## config.mk

```make
export PLATFORM = sky130hd
export DESIGN_NAME = cfc_core
export DESIGN_NICKNAME = d
export VERILOG_FILES = /design/src/cfc_core.v /design/src/cfc_phase.v /design/src/cfc_stack_mem.v
export VERILOG_INCLUDE_DIRS = /design/src /design/src/src
export SDC_FILE = /design/constraint.sdc
export NUM_CORES = 1
export LEC_CHECK = 0
export ABC_CLOCK_PERIOD_IN_PS = 6450
export BUFFER_PORTS_ARGS = -buffer_cell sky130_fd_sc_hd__buf_2
export CORE_ASPECT_RATIO = 1.75
export CORE_MARGIN = 2
export CORE_UTILIZATION = 50
export CTS_CLUSTER_SIZE = 28
export DETAILED_ROUTE_END_ITERATION = 6
export PLACE_DENSITY = 0.7
export SETUP_SLACK_MARGIN = 0.15
export SYNTH_ARGS = -nofsm -noshare
export SYNTH_HDL_FRONTEND = slang
export SYNTH_SLANG_ARGS = --single-unit
export TNS_END_PERCENT = 1
```

## constraint.sdc

```tcl
create_clock -name clock -period 6.45 [get_ports clock]
set_input_delay 0.3225 -clock clock [delete_from_list [all_inputs] [get_ports clock]]
set_output_delay 0.3225 -clock clock [all_outputs]
set_load 0.02 [all_outputs]
```

## src/cfc_defines.vh

```
// Constants for the core stack and fetch control block
`ifndef CFC_DEFINES_VH
`define CFC_DEFINES_VH

// ************************************************************
// Widths and program counter figures
// ************************************************************
`define CFC_PC_W 21
`define CFC_IDX_W 5
`define CFC_STK_DEPTH 32
`define CFC_PC_STEP 21'h000002
`define CFC_VEC_RST 21'h000000
`define CFC_VEC_HI 21'h000008
`define CFC_VEC_LO 21'h000018
`define CFC_IDX_ZERO 5'h00
`define CFC_IDX_PRELAST 5'h1e
`define CFC_IDX_LAST 5'h1f

// ************************************************************
// Register offsets and fields
// ************************************************************
`define CFC_A_STAT 3'h0
`define CFC_A_CTRL 3'h1
`define CFC_A_PCL 3'h2
`define CFC_A_TBL_L 3'h3
`define CFC_A_TBL_H 3'h4
`define CFC_A_TBL_U 3'h5
`define CFC_A_TLAT 3'h6
`define CFC_STAT_FULL 7
`define CFC_STAT_UNF 6
`define CFC_CTRL_SER_RST 1'h1

// ************************************************************
// Instruction encodings
// ************************************************************
`define CFC_LIT_PFX 4'hf
`define CFC_OP_GOTO 8'hef
`define CFC_OP_CALL 7'h76
`define CFC_OP_LFSR 10'h3b8
`define CFC_OP_FILE_TO_FILE_MOVE_OP 4'hc
`define CFC_OP_BRA 5'h1a
`define CFC_OP_RCALL 5'h1b
`define CFC_OP_RETURN 15'h0009
`define CFC_OP_INTERRUPT_RETURN_OP 15'h0008
`define CFC_OP_RETURN_WITH_LITERAL_OP 8'h0c
`define CFC_OP_TBL 13'h0001
`define CFC_TBL_INC 2'h1
`define CFC_TBL_DEC 2'h2
`define CFC_TBL_PRE 2'h3

// ************************************************************
// Phase indices
// ************************************************************
`define CFC_Q1 0
`define CFC_Q2 1
`define CFC_Q3 2
`define CFC_Q4 3

`endif

```

## src/cfc_core.v

```verilog
// Program flow control: phases, fetch pipeline, return stack and one-level shadow registers
//
// Our own choices: the strobed register port and the address map.
`timescale 1ns/1ns
`default_nettype none
`include "cfc_defines.vh"

module cfc_core (
	// Clock and reset
	input wire clock,
	input wire sys_rst,
	// Register port
	input wire [2:0] reg_addr,
	input wire [7:0] reg_wdata,
	input wire reg_wr,
	input wire reg_rd,
	output reg [7:0] reg_rdata_r,
	// Program memory
	output reg [`CFC_PC_W-1:0] pm_addr_r,
	input wire [15:0] pm_data,
	// Table transfer port
	output reg [`CFC_PC_W-1:0] tbl_addr_r,
	output reg tbl_rd_r,
	output reg tbl_wr_r,
	output reg [7:0] tbl_wdata_r,
	input wire [7:0] tbl_rdata,
	// Datapath interface
	input wire exec_skip,
	input wire pcl_add,
	input wire [7:0] pcl_offset,
	input wire [7:0] core_status,
	input wire [7:0] core_working_register,
	input wire [3:0] core_bsr,
	output reg [15:0] exec_word_r,
	output reg exec_valid_r,
	output reg [11:0] exec_lit_r,
	output reg exec_lit_vld_r,
	output reg dm_rd_r,
	output reg dm_wr_r,
	output reg restore_r,
	output reg [7:0] restore_status_r,
	output reg [7:0] restore_working_register_r,
	output reg [3:0] restore_bsr_r,
	// Interrupt request, device reset and phase output
	input wire irq_req,
	input wire irq_high,
	output reg irq_ack_r,
	output reg dev_rst_r,
	output reg [3:0] phase_r
);

// ************************************************************
// State
// ************************************************************
wire [3:0] q;
wire [`CFC_PC_W-1:0] stk_rd;
reg [`CFC_PC_W-1:0] pc_r;
reg [`CFC_PC_W-1:0] ir_addr_r;
reg [15:0] ir_r;
reg ir_valid_r;
reg pend_r;
reg pend_jmp_r;
reg pend_call_r;
reg [7:0] lit_r;
reg [`CFC_IDX_W-1:0] idx_r;
reg full_r;
reg unf_r;
reg ser_en_r;
reg [7:0] sh_status_r;
reg [7:0] sh_working_register_r;
reg [3:0] sh_bsr_r;
reg irq_pend_r;
reg irq_hi_r;
reg [`CFC_PC_W-1:0] tbl_ptr_r;
reg [7:0] tlat_r;
reg tbl_cap_r;
reg rst_req_r;

// ************************************************************
// Decode of the executing word
// ************************************************************
wire is_lit = ir_r[15:12] == `CFC_LIT_PFX;
wire is_goto = ir_r[15:8] == `CFC_OP_GOTO;
wire is_call = ir_r[15:9] == `CFC_OP_CALL;
wire is_lfsr = ir_r[15:6] == `CFC_OP_LFSR;
wire is_file_to_file_move_op = ir_r[15:12] == `CFC_OP_FILE_TO_FILE_MOVE_OP;
wire is_bra = ir_r[15:11] == `CFC_OP_BRA;
wire is_rcall = ir_r[15:11] == `CFC_OP_RCALL;
wire is_ret = ir_r[15:1] == `CFC_OP_RETURN;
wire is_interrupt_return_op = ir_r[15:1] == `CFC_OP_INTERRUPT_RETURN_OP;
wire is_return_with_literal_op = ir_r[15:8] == `CFC_OP_RETURN_WITH_LITERAL_OP;
wire is_tbl = ir_r[15:3] == `CFC_OP_TBL;
wire [`CFC_PC_W-1:0] ret_addr = ir_addr_r + `CFC_PC_STEP;
// Offset counts words, so it is doubled before adding
wire [`CFC_PC_W-1:0] rel_off = {{9{ir_r[10]}}, ir_r[10:0], 1'b0};
wire [`CFC_PC_W-1:0] abs_tgt = {ir_r[11:0], lit_r, 1'b0};
wire [`CFC_PC_W-1:0] pcl_tgt = ret_addr + {13'h0000, pcl_offset[7:1], 1'b0};
wire [`CFC_PC_W-1:0] tbl_inc = tbl_ptr_r + 21'h000001;
wire [`CFC_PC_W-1:0] tbl_dec = tbl_ptr_r - 21'h000001;

reg real_op;
reg first_op;
reg redir;
reg [`CFC_PC_W-1:0] tgt;
reg push;
reg pop;
reg [`CFC_PC_W-1:0] push_val;
reg save_sh;
reg rest_sh;
reg flush;
reg take_irq;
reg lit_use;

// ************************************************************
// Execute decision, applied on Q4
// ************************************************************
always @*
begin
	real_op = 1'b0;
	first_op = 1'b0;
	redir = 1'b0;
	tgt = ret_addr;
	push = 1'b0;
	pop = 1'b0;
	push_val = ret_addr;
	save_sh = 1'b0;
	rest_sh = 1'b0;
	flush = 1'b0;
	take_irq = 1'b0;
	lit_use = 1'b0;
	if (ir_valid_r)
	begin
		if (is_lit)
		begin
			// A literal word without its first word falls through as a no-op
			if (pend_r)
			begin
				real_op = 1'b1;
				lit_use = 1'b1;
				redir = pend_jmp_r | pend_call_r;
				tgt = abs_tgt;
				push = pend_call_r;
			end
		end
		else
		begin
			real_op = 1'b1;
			first_op = is_goto | is_call | is_lfsr | is_file_to_file_move_op;
			save_sh = is_call & ir_r[8];
			if (is_bra | is_rcall)
			begin
				redir = 1'b1;
				tgt = ret_addr + rel_off;
				push = is_rcall;
			end
			if (is_ret | is_interrupt_return_op | is_return_with_literal_op)
			begin
				redir = 1'b1;
				pop = 1'b1;
				rest_sh = (is_ret | is_interrupt_return_op) & ir_r[0];
				tgt = (idx_r == `CFC_IDX_ZERO) ? `CFC_VEC_RST : stk_rd;
			end
		end
	end
	if (real_op & exec_skip)
		flush = 1'b1;
	if (real_op & pcl_add)
	begin
		redir = 1'b1;
		tgt = pcl_tgt;
	end
	// Interrupts wait for a plain instruction boundary
	if (irq_pend_r & ~redir & ~flush & ~first_op & ~pend_r)
	begin
		take_irq = 1'b1;
		redir = 1'b1;
		tgt = irq_hi_r ? `CFC_VEC_HI : `CFC_VEC_LO;
		push = 1'b1;
		push_val = pm_addr_r;
		save_sh = 1'b1;
	end
end

// ************************************************************
// Stack bookkeeping for a push or pop this Q4
// ************************************************************
wire do4 = q[`CFC_Q4];
wire push_last = push & (idx_r == `CFC_IDX_PRELAST);
wire push_over = push & (idx_r == `CFC_IDX_LAST);
wire pop_under = pop & (idx_r == `CFC_IDX_ZERO);
wire stk_err = do4 & (push_last | push_over | pop_under);
wire stk_wr = do4 & push & ~push_over;
wire [`CFC_IDX_W-1:0] idx_inc = idx_r + 5'h01;

cfc_phase u_phase (
	.clock(clock),
	.sys_rst(sys_rst),
	.q_r(q)
);

cfc_stack_mem u_stack (
	.clock(clock),
	.wr_en(stk_wr),
	.wr_addr(idx_inc),
	.wr_data(push_val),
	.rd_addr(idx_r),
	.rd_data_r(stk_rd)
);

// ************************************************************
// Pipeline, stacks and registers
// ************************************************************
always @(posedge clock or posedge sys_rst)
begin
	if (sys_rst)
	begin
		pc_r <= `CFC_VEC_RST;
		pm_addr_r <= `CFC_VEC_RST;
		ir_addr_r <= `CFC_VEC_RST;
		ir_r <= 16'h0000;
		ir_valid_r <= 1'b0;
		pend_r <= 1'b0;
		pend_jmp_r <= 1'b0;
		pend_call_r <= 1'b0;
		lit_r <= 8'h00;
		idx_r <= `CFC_IDX_ZERO;
		full_r <= 1'b0;
		unf_r <= 1'b0;
		ser_en_r <= `CFC_CTRL_SER_RST;
		sh_status_r <= 8'h00;
		sh_working_register_r <= 8'h00;
		sh_bsr_r <= 4'h0;
		irq_pend_r <= 1'b0;
		irq_hi_r <= 1'b0;
		irq_ack_r <= 1'b0;
		tbl_ptr_r <= 21'h000000;
		tlat_r <= 8'h00;
		tbl_addr_r <= 21'h000000;
		tbl_rd_r <= 1'b0;
		tbl_wr_r <= 1'b0;
		tbl_wdata_r <= 8'h00;
		tbl_cap_r <= 1'b0;
		exec_word_r <= 16'h0000;
		exec_valid_r <= 1'b0;
		exec_lit_r <= 12'h000;
		exec_lit_vld_r <= 1'b0;
		dm_rd_r <= 1'b0;
		dm_wr_r <= 1'b0;
		restore_r <= 1'b0;
		restore_status_r <= 8'h00;
		restore_working_register_r <= 8'h00;
		restore_bsr_r <= 4'h0;
		rst_req_r <= 1'b0;
		dev_rst_r <= 1'b0;
		phase_r <= 4'h0;
		reg_rdata_r <= 8'h00;
	end
	else
	begin
		phase_r <= q;
		// Strobes are registered one clock ahead so they sit in their phase
		dm_rd_r <= q[`CFC_Q1] & ir_valid_r & ~(is_lit & ~pend_r);
		dm_wr_r <= q[`CFC_Q3] & ir_valid_r & ~(is_lit & ~pend_r);
		irq_ack_r <= 1'b0;
		restore_r <= 1'b0;
		exec_lit_vld_r <= 1'b0;
		tbl_rd_r <= 1'b0;
		tbl_wr_r <= 1'b0;
		tbl_cap_r <= tbl_rd_r;
		// Flag raised first, device reset follows one clock later
		dev_rst_r <= rst_req_r;
		rst_req_r <= 1'b0;
		if (irq_req)
		begin
			irq_pend_r <= 1'b1;
			irq_hi_r <= irq_high;
		end
		if (tbl_cap_r)
			tlat_r <= tbl_rdata;
		// Register port writes; hardware updates below take precedence
		if (reg_wr)
		begin
			case (reg_addr)
				`CFC_A_STAT:
				begin
					full_r <= full_r & reg_wdata[`CFC_STAT_FULL];
					unf_r <= unf_r & reg_wdata[`CFC_STAT_UNF];
					idx_r <= reg_wdata[4:0];
				end
				`CFC_A_CTRL: ser_en_r <= reg_wdata[0];
				`CFC_A_TBL_L: tbl_ptr_r[7:0] <= reg_wdata;
				`CFC_A_TBL_H: tbl_ptr_r[15:8] <= reg_wdata;
				`CFC_A_TBL_U: tbl_ptr_r[20:16] <= reg_wdata[4:0];
				`CFC_A_TLAT: tlat_r <= reg_wdata;
				// Holding the latch here would drop a table byte captured this clock
				default: ser_en_r <= ser_en_r;
			endcase
		end
		if (reg_rd)
		begin
			case (reg_addr)
				`CFC_A_STAT: reg_rdata_r <= {full_r, unf_r, 1'b0, idx_r};
				`CFC_A_CTRL: reg_rdata_r <= {7'h00, ser_en_r};
				`CFC_A_PCL: reg_rdata_r <= {pc_r[7:1], 1'b0};
				`CFC_A_TBL_L: reg_rdata_r <= tbl_ptr_r[7:0];
				`CFC_A_TBL_H: reg_rdata_r <= tbl_ptr_r[15:8];
				`CFC_A_TBL_U: reg_rdata_r <= {3'h0, tbl_ptr_r[20:16]};
				`CFC_A_TLAT: reg_rdata_r <= tlat_r;
				default: reg_rdata_r <= 8'h00;
			endcase
		end
		// Q1: present the fetch address and step the counter by one word
		if (q[`CFC_Q1])
		begin
			pm_addr_r <= pc_r;
			pc_r <= pc_r + `CFC_PC_STEP;
		end
		// Q4: latch the fetched word and finish the executing one
		if (do4)
		begin
			ir_r <= pm_data;
			ir_addr_r <= pm_addr_r;
			ir_valid_r <= ~(redir | flush);
			exec_word_r <= ir_r;
			exec_valid_r <= real_op;
			pend_r <= first_op;
			pend_jmp_r <= first_op & (is_goto | is_call);
			pend_call_r <= first_op & is_call;
			lit_r <= ir_r[7:0];
			if (lit_use)
			begin
				exec_lit_r <= ir_r[11:0];
				exec_lit_vld_r <= 1'b1;
			end
			if (redir)
				pc_r <= {tgt[20:1], 1'b0};
			if (take_irq)
			begin
				irq_pend_r <= irq_req;
				irq_ack_r <= 1'b1;
			end
			// Shadow is one level deep, so a later save always overwrites
			if (save_sh)
			begin
				sh_status_r <= core_status;
				sh_working_register_r <= core_working_register;
				sh_bsr_r <= core_bsr;
			end
			if (rest_sh)
			begin
				restore_r <= 1'b1;
				restore_status_r <= sh_status_r;
				restore_working_register_r <= sh_working_register_r;
				restore_bsr_r <= sh_bsr_r;
			end
			if (push & ~push_over)
				idx_r <= idx_inc;
			if (push_last | push_over)
				full_r <= 1'b1;
			if (pop & ~pop_under)
				idx_r <= idx_r - 5'h01;
			if (pop_under)
			begin
				unf_r <= 1'b1;
				idx_r <= `CFC_IDX_ZERO;
			end
			if (stk_err & ser_en_r)
			begin
				// Restart from the reset vector with flags kept
				rst_req_r <= 1'b1;
				idx_r <= `CFC_IDX_ZERO;
				pc_r <= `CFC_VEC_RST;
				ir_valid_r <= 1'b0;
				pend_r <= 1'b0;
			end
			// Without the enable, errors set the flag and skip the restart; an underflow still returns to the reset vector
			if (real_op & is_tbl & ~flush & ~redir)
			begin
				tbl_addr_r <= (ir_r[1:0] == `CFC_TBL_PRE) ? tbl_inc : tbl_ptr_r;
				tbl_rd_r <= ~ir_r[2];
				tbl_wr_r <= ir_r[2];
				tbl_wdata_r <= tlat_r;
				case (ir_r[1:0])
					`CFC_TBL_INC: tbl_ptr_r <= tbl_inc;
					`CFC_TBL_DEC: tbl_ptr_r <= tbl_dec;
					`CFC_TBL_PRE: tbl_ptr_r <= tbl_inc;
					default: tbl_ptr_r <= tbl_ptr_r;
				endcase
			end
		end
	end
end

endmodule
`default_nettype wire

```

## src/cfc_phase.v

```verilog
// Quadrature phase generator: divides the clock into Q1..Q4 enables
`timescale 1ns/1ns
`default_nettype none
`include "cfc_defines.vh"

module cfc_phase (
	// Clock and reset
	input wire clock,
	input wire sys_rst,
	// One-hot phase enables
	output reg [3:0] q_r
);

// ************************************************************
// Rotating one-hot phase
// ************************************************************
always @(posedge clock or posedge sys_rst)
begin
	if (sys_rst)
		q_r <= 4'h1;
	else
		q_r <= {q_r[2:0], q_r[3]};
end

endmodule
`default_nettype wire

```

## src/cfc_stack_mem.v

```verilog
// Return address stack storage, registered read
`timescale 1ns/1ns
`default_nettype none
`include "cfc_defines.vh"

module cfc_stack_mem (
	// Clock
	input wire clock,
	// Write side
	input wire wr_en,
	input wire [`CFC_IDX_W-1:0] wr_addr,
	input wire [`CFC_PC_W-1:0] wr_data,
	// Read side
	input wire [`CFC_IDX_W-1:0] rd_addr,
	output reg [`CFC_PC_W-1:0] rd_data_r
);

// ************************************************************
// Storage; slot zero is never written
// ************************************************************
reg [`CFC_PC_W-1:0] mem [0:`CFC_STK_DEPTH-1];

always @(posedge clock)
begin
	if (wr_en)
		mem[wr_addr] <= wr_data;
	rd_data_r <= mem[rd_addr];
end

endmodule
`default_nettype wire

```

Yosys cells after proc, flatten, opt, wreduce, memory -nomap -nowiden --
Memory sizes are Yosys's and may differ from the RTL's. A register that Yosys moved wholly into a read port is not among the register bits. Cells that the tools add are included.
Storage, ports and cells: RAM bits 672, output and inout bits 119, input bits 71, logic and storage cells 220, register bits after elaboration 254, memories kept 1
Memory list:
- u_stack.mem | words 32, bits a word 21, read ports 1, clocked after Yosys merged registers in 1, write ports 1, line cfc_stack_mem.v:21 | reg [`CFC_PC_W-1:0] mem [0:`CFC_STK_DEPTH-1];
Cells by class: add/sub/neg operators 8, bitwise gates (word level) 49, equality and inequality tests 23, multiplexer cells 90, reduce and logical (&&, ||, !) cells 8
Operators with widths (count):
- $mux W21 | 17
- $mux W1 | 57
- $pmux W8 S7 | 1
- $mux W5 | 9
- $add A21 B2 Y21 const B | 2
- $pmux W21 S2 | 1
- $mux W8 | 5
- $eq A15 B4 Y1 const B | 2
- $and A1 B1 Y1 | 29
- $add A21 B1 Y21 const B | 1
- $add A21 B21 Y21 | 1
- $add A21 B8 Y21 | 1
- $sub A21 B1 Y21 const B | 1
- $eq A5 B5 Y1 const B | 4
- $eq A13 B1 Y1 const B | 1
- $eq A10 B10 Y1 const B | 1
- $not A1 Y1 | 10
- $or A1 B1 Y1 | 10
- $reduce_and A2 Y1 | 5
- $eq A3 B3 Y1 const B | 3
- $eq A4 B4 Y1 const B | 2
- $eq A8 B4 Y1 const B | 1
- $eq A8 B8 Y1 const B | 1
- $eq A7 B7 Y1 const B | 1
- 10 further kinds | 12

Logic depth before layout (Yosys ltp) --
Gate-level depths: netlist of run 1.
depth in word-level cells 21, gate-level depth with buffers 16, mapped depth without buffers 15

Cells and area by module --
From an unflattened synthesis of run 1, not the netlist that was laid out.
Second synthesis, totals: cells, all modules 3069, area, all modules 41269.6 µm²
Modules (own cells, without submodules):
- cfc_stack_mem | cells an instance 1481, instances 1, sequential area each 20599.8 µm², area an instance 26751.9 µm²
- cfc_core | cells an instance 1583, instances 1, sequential area each 5982.0 µm², area an instance 14412.6 µm²
- cfc_phase | cells an instance 5, instances 1, sequential area each 101.3 µm², area an instance 105.1 µm²

Worst setup path before layout of run 1 --
No wires, ideal clock.
path type register to register, from reg idx_r[3], to mem u_stack.mem[0][10] in the netlist's numbering (enable), required time 6002 ps, setup slack 2052 ps, path buffers 4, arrival time 3951 ps, cell stages (with the launch flop) 8, period minus slack after synthesis 4398 ps, setup time 448 ps, cells stage by stage dfrtp_1 clkbuf_1 buf_1 buf_1 and3_1 ha_1 clkbuf_1 nor4_1
On the way: longest elaborated chain between the ends 6, elaborated cells on any way between the ends 7, those cells by class 1 x add/sub; 1 x eq/ne; 2 x mux; 3 x bitwise
Ends and longest elaborated chain:
- from (decl) | line cfc_core.v:65 | reg [`CFC_IDX_W-1:0] idx_r;
- from (signal assigned) | line cfc_core.v:226 | idx_r <= `CFC_IDX_ZERO;
- from (signal assigned) | line cfc_core.v:288 | idx_r <= reg_wdata[4:0];
- from (signal assigned) | line cfc_core.v:357 | idx_r <= idx_inc;
- $eq A5 B5 Y1 (no line)
- $and A1 B1 Y1 | line cfc_core.v:189 | wire push_over = push & (idx_r == `CFC_IDX_LAST);
- $not A1 Y1 | line cfc_core.v:192 | wire stk_wr = do4 & push & ~push_over;
- $and A1 B1 Y1 | line cfc_core.v:192
- $mux W1 | line cfc_stack_mem.v:25 | if (wr_en)
- $mux W1 (not written as such) | line cfc_stack_mem.v:26 | mem[wr_addr] <= wr_data;
- to (decl) | line cfc_stack_mem.v:21
Parallel ways exist; a longest one is shown, timed or not.

Worst setup path after layout of run 1 --
from reg ir_r[13], to mem u_stack.mem[29][6] in the netlist's numbering (enable)
On the way: longest elaborated chain between the ends 18, elaborated cells on any way between the ends 45, those cells by class 10 x eq/ne; 16 x mux; 19 x bitwise
Ends and longest elaborated chain:
- from (decl) | line cfc_core.v:59 | reg [15:0] ir_r;
- from (signal assigned) | line cfc_core.v:321 | ir_r <= pm_data;
- $eq A15 B4 Y1 (no line) / $eq A5 B5 Y1 (equally long branches)
- $or A1 B1 Y1, on equally long branches | line cfc_core.v:156, cfc_core.v:150
- $or A1 B1 Y1 / $mux W1 (equally long branches) | line cfc_core.v:156, cfc_core.v:150
- $mux W1 | line cfc_core.v:156 | if (is_ret | is_interrupt_return_op | is_return_with_literal_op)
- $mux W1 | line cfc_core.v:133 | if (is_lit)
- $mux W1 | line cfc_core.v:131 | if (ir_valid_r)
- $mux W1 | line cfc_core.v:167 | if (real_op & pcl_add)
- $not A1 Y1 | line cfc_core.v:173 | if (irq_pend_r & ~redir & ~flush & ~first_op & ~pend_r)
- $and A1 B1 Y1 (4 in series) | line cfc_core.v:173
- $mux W1 (*) | line cfc_core.v:173
- $and A1 B1 Y1 | line cfc_core.v:189
- $not A1 Y1 | line cfc_core.v:192
- $and A1 B1 Y1 (*) | line cfc_core.v:192
- $mux W1 (*) | line cfc_stack_mem.v:25
- $mux W1 (not written as such) (*) | line cfc_stack_mem.v:26
Mark *: on every way between the ends. The rest lies on a longest branch, timed or not.

==> results of run 1 <==
[where the power goes]
group	switching (uW)	internal [uW]
registers	145	6220
logic	674	566
clock network	2220	2780
total	3040	9570
[Yosys cell counts, drive strengths merged, types with 14 or more instances]
master	count	area, um^2
edfxtp	640	19200
dfrtp	238	5960
mux4	204	4590
nand2	195	732
nor2	181	679
mux2	143	1610
a21oi	112	561
clkbuf	105	395
o21ai	93	465
nand3	60	300
xnor2	60	526
buf	48	225
inv	47	176
ha	39	488
nor3	34	175
xor2	27	236
a31oi	23	150
mux2i	22	220
and3	20	125
dfxtp	20	400
nand2b	17	106
nand4	17	121
nor4	16	134
o22ai	16	100
nor2b	14	87.6
[area by class of cell]
class                           instances  area, um^2
Timing Repair Buffer                  309        2030
Tap cell                             1035        1290
Inverter                               47         180
Sequential cell                       900       25600
Clock inverter                         51         641
Fill cell                            5986       33200
Clock buffer                           95        2110
Multi-Input combinational cell       1480       13100
Antenna cell                            1        2.50
[stage by stage]
step	std cells	cell area (um^2)	power [uW]
floorplan	2580	39400	7310
global placement	3716	41700	7670
detailed placement	3716	41700	7690
CTS	3917	45000	12700
global route	3917	45000	13000
finish	3918	45000	12600
[logic make-up (layout without fill, tap and decap cells)]
group,count (synthesis),after routing,synth area share
and+or+nand+nor,610,610,0.0732
adders and majority gates,41,41,0.0134
muxes,369,369,0.163
other,1,2,0.0000953
AOI/OAI and AO/OA,372,372,0.0594
buffers and inverters,200,502,0.0202
xor gates and xnor gates,87,87,0.0194
DFF,900,900,0.651
[routing by layer]
metal / wire (um) / track usage / up-vias
met2: 59200 / 0.500 / 1165
li1: - / - / 10402
met4: 9000 / 0.202 / 0
met3: 6550 / 0.0434 / 377
met5: 0 / 0 / -
met1: 37300 / 0.299 / 12352
[critical path, cell delays in order, from the launching register on]
cell and delay [ps]:
dfrtp_1 630, nand4_1 410, and2_1 380, a221oi_2 640, a31oi_2 390, nor2_1 330
nand2_1 380, nor2_2 800, buf_4 350
[state kept, by name, summed over array words and instances (netlist names), 20 cells and up]
register,cells
u_stack.rd_data_r,20
pm_addr_r,20
tbl_ptr_r,21
u_stack.mem,640
pc_r,20
tbl_addr_r,21
ir_addr_r,20
[worst min path at each step]
stage,from,slack [ps],to
floorplan,rst_req_r,330,dev_rst_r
detailed placement,rst_req_r,350,dev_rst_r
finish,reg_wdata[5],30,tlat_r[5]
global placement,rst_req_r,340,dev_rst_r
CTS,reg_wdata[5],2,tlat_r[5]
global route,reg_wdata[5],40,tlat_r[5]
==> flow_metrics.py, run 1 <==
metrics = {
    "floorplan": {
        "coreArea_mm2": 0.0783,
        "num_rows": 136,
        "die_h_um": 375,
        "io-pin-count": 190,
        "start_util": 0.503,
        "die_x_um": 216,
        "die_area_mm2": 0.0811,
    },
    "layout": {
        "area.growth.synth_to_final_pct": 14.4,
        "layout-drive-gt1-share": 0.277,
        "final_nets": 2928,
        "final_core_util": 0.575,
        "final_cell_mix": "edfxtp_1, dfrtp_1, mux4_2",
        "layout_commonest_cell": "edfxtp_1",
    },
    "synthesis": {
        "syn-num-nets": 2692,
        "synth_edf_count": 640,
        "yosysSeqAreaShare": 0.651,
        "synth_warnings": 0,
        "syn_area_per_cell_um2": 15.3,
        "synthDistinctLibCells": 85,
        "synth_seq_cells": 900,
        "ys_dominant_reg_cell": "edfxtp_1",
        "synthesis.instances": 2580,
        "ys_async_sr_fraction": 0.267,
        "syn_area_mm2": 0.0394,
    },
    "detailed_routing": {
        "postRouteAntennaNets": 0,
        "vias": 24296,
        "initialDrtViolationCount": 2455,
        "wirelength_mm": 112,
        "drc": 0,
        "wl_per_cell_um": 28.6,
        "firstDrtPassIters": 6,
        "vias_per_cell": 6.20,
    },
    "setup_path": {
        "reg2regPathDepth": 8,
        "reg2reg_from": "ir_r[13]",
        "reg2reg_setup_slack_ps": 1810,
        "crit_end": "u_stack.mem[29][6]",
        "worst_setup_path_end_kind": "flop",
        "path_max_fanout": 12,
        "cp-start-kind": "flop",
        "r2r_end": "u_stack.mem[29][6]",
        "crit_required_ps": 6830,
        "cp.arrival_ps": 5020,
        "critPathLaunch": "ir_r[13]",
        "critPathKind": "flop to flop",
    },
    "worst_hold_path": {
        "hold_class": "primary input to flop",
        "min_path_cells": 3,
    },
    "sta": {
        "worst_hold_slack_ps": 33.2,
        "skew_ps": 26.6,
        "tns_ps": 0,
        "slew_headroom": 0.146,
        "slew_violations": 0,
        "finalCriticalPeriod_ps": 4640,
        "finalSetupViolCount": 0,
        "rsz0062_at_grt": "no",
        "worstMarginPinSlew_ps": 1280,
        "worst_slack_ps": 1810,
        "fmax_mhz": 216,
        "finalCritPeriodShare": 0.719,
        "hold_viol_final": 0,
    },
    "clock_network": {
        "cts_tree": "done",
        "cts.sinks": 900,
        "cts_buffers": 78,
        "clkLatencyLatePin_ps": 690,
        "cts_hold_buffers": 55,
        "cts_resized": 0,
        "root_buffer": "clkbuf_16",
        "clk_path_buf_depth": 3,
        "clk_pin_slew_ps": 70,
        "cts_setup_buffers": 0,
        "cts_max_level": 3,
    },
    "grt": {
        "overflow": 0,
        "grt_max_degree": 170,
        "grt_pass1_wl_mm": 165,
        "gr-usage-all-layers": 0.280,
        "antenna_found_initial": 0,
        "grt_pass1_vias": 25223,
    },
    "placement": {
        "gp_congestion": 0.957,
        "portBuffers": 187,
        "place_ws_ps": 1930,
        "dpl.hpwl_mm": 74.1,
    },
    "status": {
        "run_status": "finished, final reports clean",
    },
    "power": {
        "p_per_area_mw_per_mm2": 280,
        "p_leak_uw": 0.0157,
        "max-vdd-ir-drop_uv": 215,
    },
    "run": {
        "cap_violations": 0,
    },
}
Power figures use the tool's default switching activity.
==> run 2: changes to the inputs <==
Settings changed: ABC_CLOCK_PERIOD_IN_PS 6450 to 4500, PLACE_DENSITY 0.7 to 0.67.
Clock period 6.45 ns to 4.5 ns, I/O delays scaled along.
==> run 2 against run 1 <==
Combinational power up 44%. Critical path depth rose by 7. Clock skew down 4.6 ps. Die area stayed put. Clock power up 42%. Worst setup slack got worse by 1500 ps. Register-to-register slack got worse by 1500 ps. Sequential share of layout area is 0.38 points lower. Global-route usage grew 0.51 points. Clock-buffer cell count is 4 higher.
==> flow_metrics.py, run 2 (same netlist as run 1, synthesis figures left out) <==
metrics = {
    "placement": {
        "gp_congestion": 0.964,
        "portBuffers": 187,
        "dpl.hpwl_mm": 76.8,
    },
    "grt": {
        "antenna_found_initial": 0,
        "grt_pass1_vias": 25371,
        "grt_pass1_wl_mm": 167,
        "gr-usage-all-layers": 0.285,
        "overflow": 0,
        "grt_max_degree": 167,
    },
    "power": {
        "p_int_uw": 13700,
        "seqPwrFrac": 0.507,
        "power_switching_uw": 4270,
        "total_power_uw": 18000,
        "max-vdd-ir-drop_uv": 271,
        "combPwrFrac": 0.099,
        "clkPwrFrac": 0.394,
        "p_per_area_mw_per_mm2": 397,
        "p_sw_frac": 0.237,
        "p_leak_uw": 0.0159,
    },
    "setup_path": {
        "worst_setup_path_end_kind": "flop",
        "crit_required_ps": 5110,
        "cp-start-kind": "flop",
        "cp.arrival_ps": 4790,
        "critPathKind": "flop to flop",
        "path_max_fanout": 11,
    },
    "sta": {
        "slew_headroom": 0.107,
        "finalSetupViolCount": 0,
        "finalCritPeriodShare": 0.929,
        "worstMarginPinSlew_ps": 1330,
        "fmax_mhz": 239,
        "slew_violations": 0,
        "finalCriticalPeriod_ps": 4180,
        "skew_ps": 22.1,
        "tns_ps": 0,
        "hold_viol_final": 0,
        "rsz0062_at_grt": "yes",
    },
    "layout": {
        "multiInputGateArea_mm2": 0.0131,
        "insertedDiodeCount": 0,
        "layout_commonest_cell": "edfxtp_1",
        "reg_top3": "u_stack.mem x640, tbl_addr_r x21, tbl_ptr_r x21",
        "fillers": 5953,
        "final_cell_mix": "edfxtp_1, dfrtp_1, mux4_2",
        "final_nets": 2974,
        "largest_reg_flops": 640,
        "largest-register": "u_stack.mem",
        "layout-drive-gt1-share": 0.283,
        "area.growth.synth_to_final_pct": 15.2,
        "seq_area_mm2": 0.0256,
    },
    "status": {
        "run_status": "finished, final reports clean",
    },
    "clock_network": {
        "cts_max_level": 3,
        "root_buffer": "clkbuf_16",
        "clk_pin_slew_ps": 70,
        "cts.sinks": 900,
        "clkLatencyLatePin_ps": 680,
        "cts_buffers": 78,
        "cts_setup_buffers": 0,
        "clk_path_buf_depth": 3,
        "cts_tree": "done",
    },
    "detailed_routing": {
        "wl_per_cell_um": 28.6,
        "wl_met1_mm": 38.8,
        "vias": 24200,
        "wirelength_mm": 113,
        "drc": 0,
        "met3_wirelength_mm": 5.71,
        "vias_per_cell": 6.11,
        "postRouteAntennaNets": 0,
        "top_layer": "met4",
        "initialDrtViolationCount": 2136,
        "wl_met2_mm": 60.2,
        "firstDrtPassIters": 6,
    },
    "floorplan": {
        "num_rows": 136,
        "die_h_um": 375,
        "die_area_mm2": 0.0811,
        "die_x_um": 216,
        "start_util": 0.503,
        "io-pin-count": 190,
        "coreArea_mm2": 0.0783,
    },
    "run": {
        "cap_violations": 0,
    },
    "worst_hold_path": {
        "hold_class": "primary input to flop",
    },
}
[run 2: changes by cell type in the layout (fill, tap and decap cells not counted), sizes merged]
cell	previous run	this run
buf	254	289
clkinv	32	26
diode	1	0
inv	52	50
bufinv	10	11
clkbuf	95	99
dlygate4sd3	55	66
[run 2: worst max-delay path, stage by stage, from the launching register on]
cell     delay [ps]
dfrtp_1         600
ha_1            350
nand3_1         150
nor2_1          180
buf_4           160
nand4_1         110
xnor2_1         290
inv_1           120
ha_1            380
a31oi_1         190
nand2_1          60
a21oi_1         370
o21ai_0         230
mux2i_1         150
o31ai_1         520
a32o_1          260
[run 2: cell type report]
cell class	instances	share of cell area
flip-flops and latches	900	0.566
multi-input cells	1480	0.289
inverters	47	0.00397
clock inverters	44	0.0126
well taps	1035	0.0286
clock buffers	99	0.0466
repair buffers	355	0.0535
[run 2: worst paths after layout]
check	startpoint	end	slack, ps	depth (start not counted)
min in group asynchronous	sys_rst	tbl_ptr_r[13]	240	3
setup reg to reg	ir_addr_r[1]	pc_r[13]	320	15
hold / removal	pcl_offset[1]	pc_r[1]	60	4
setup / recovery	ir_addr_r[1]	pc_r[13]	320	15
max in group asynchronous	sys_rst	pc_r[17]	3170	4
hold reg to reg	rst_req_r	dev_rst_r	350	0
[run 2: power by group through the flow]
stage | Sequential, uW | Clock, uW | Combinational [uW]
2_1_floorplan | 9140 | 0 | 1340
3_5_place_dp | 9300 | 0 | 1750
3_3_place_gp | 9290 | 0 | 1730
6_report | 9130 | 7100 | 1790
4_1_cts | 9120 | 7220 | 1820
5_1_grt | 9140 | 7520 | 1930
[run 2: through the flow]
stage	cell area, um^2	worst slack [ps]	utilization	std cells	hold WS, ps
detailed placement	42000	407	0.536	3751	337
global placement	42000	445	0.536	3751	332
floorplan	39400	102	-	2580	321
CTS	45300	371	0.579	3960	14.6
finish	45300	321	0.579	3960	60.5
global route	45300	107	0.579	3960	85.5
[run 2: routing by layer]
layer  global-route usage  vias to the layer above
met4                0.190                        0
met5                    0                        -
met2                0.510                     1004
met3               0.0401                      312
met1                0.313                    12374
li1                     -                    10510
[run 2: what timing repair did]
item                                    4_1_cts  5_1_grt
gates resized for setup                       0        0
endpoints found under the setup margin        0        2
endpoints found under the hold margin       100        0
hold buffers                                 66        0
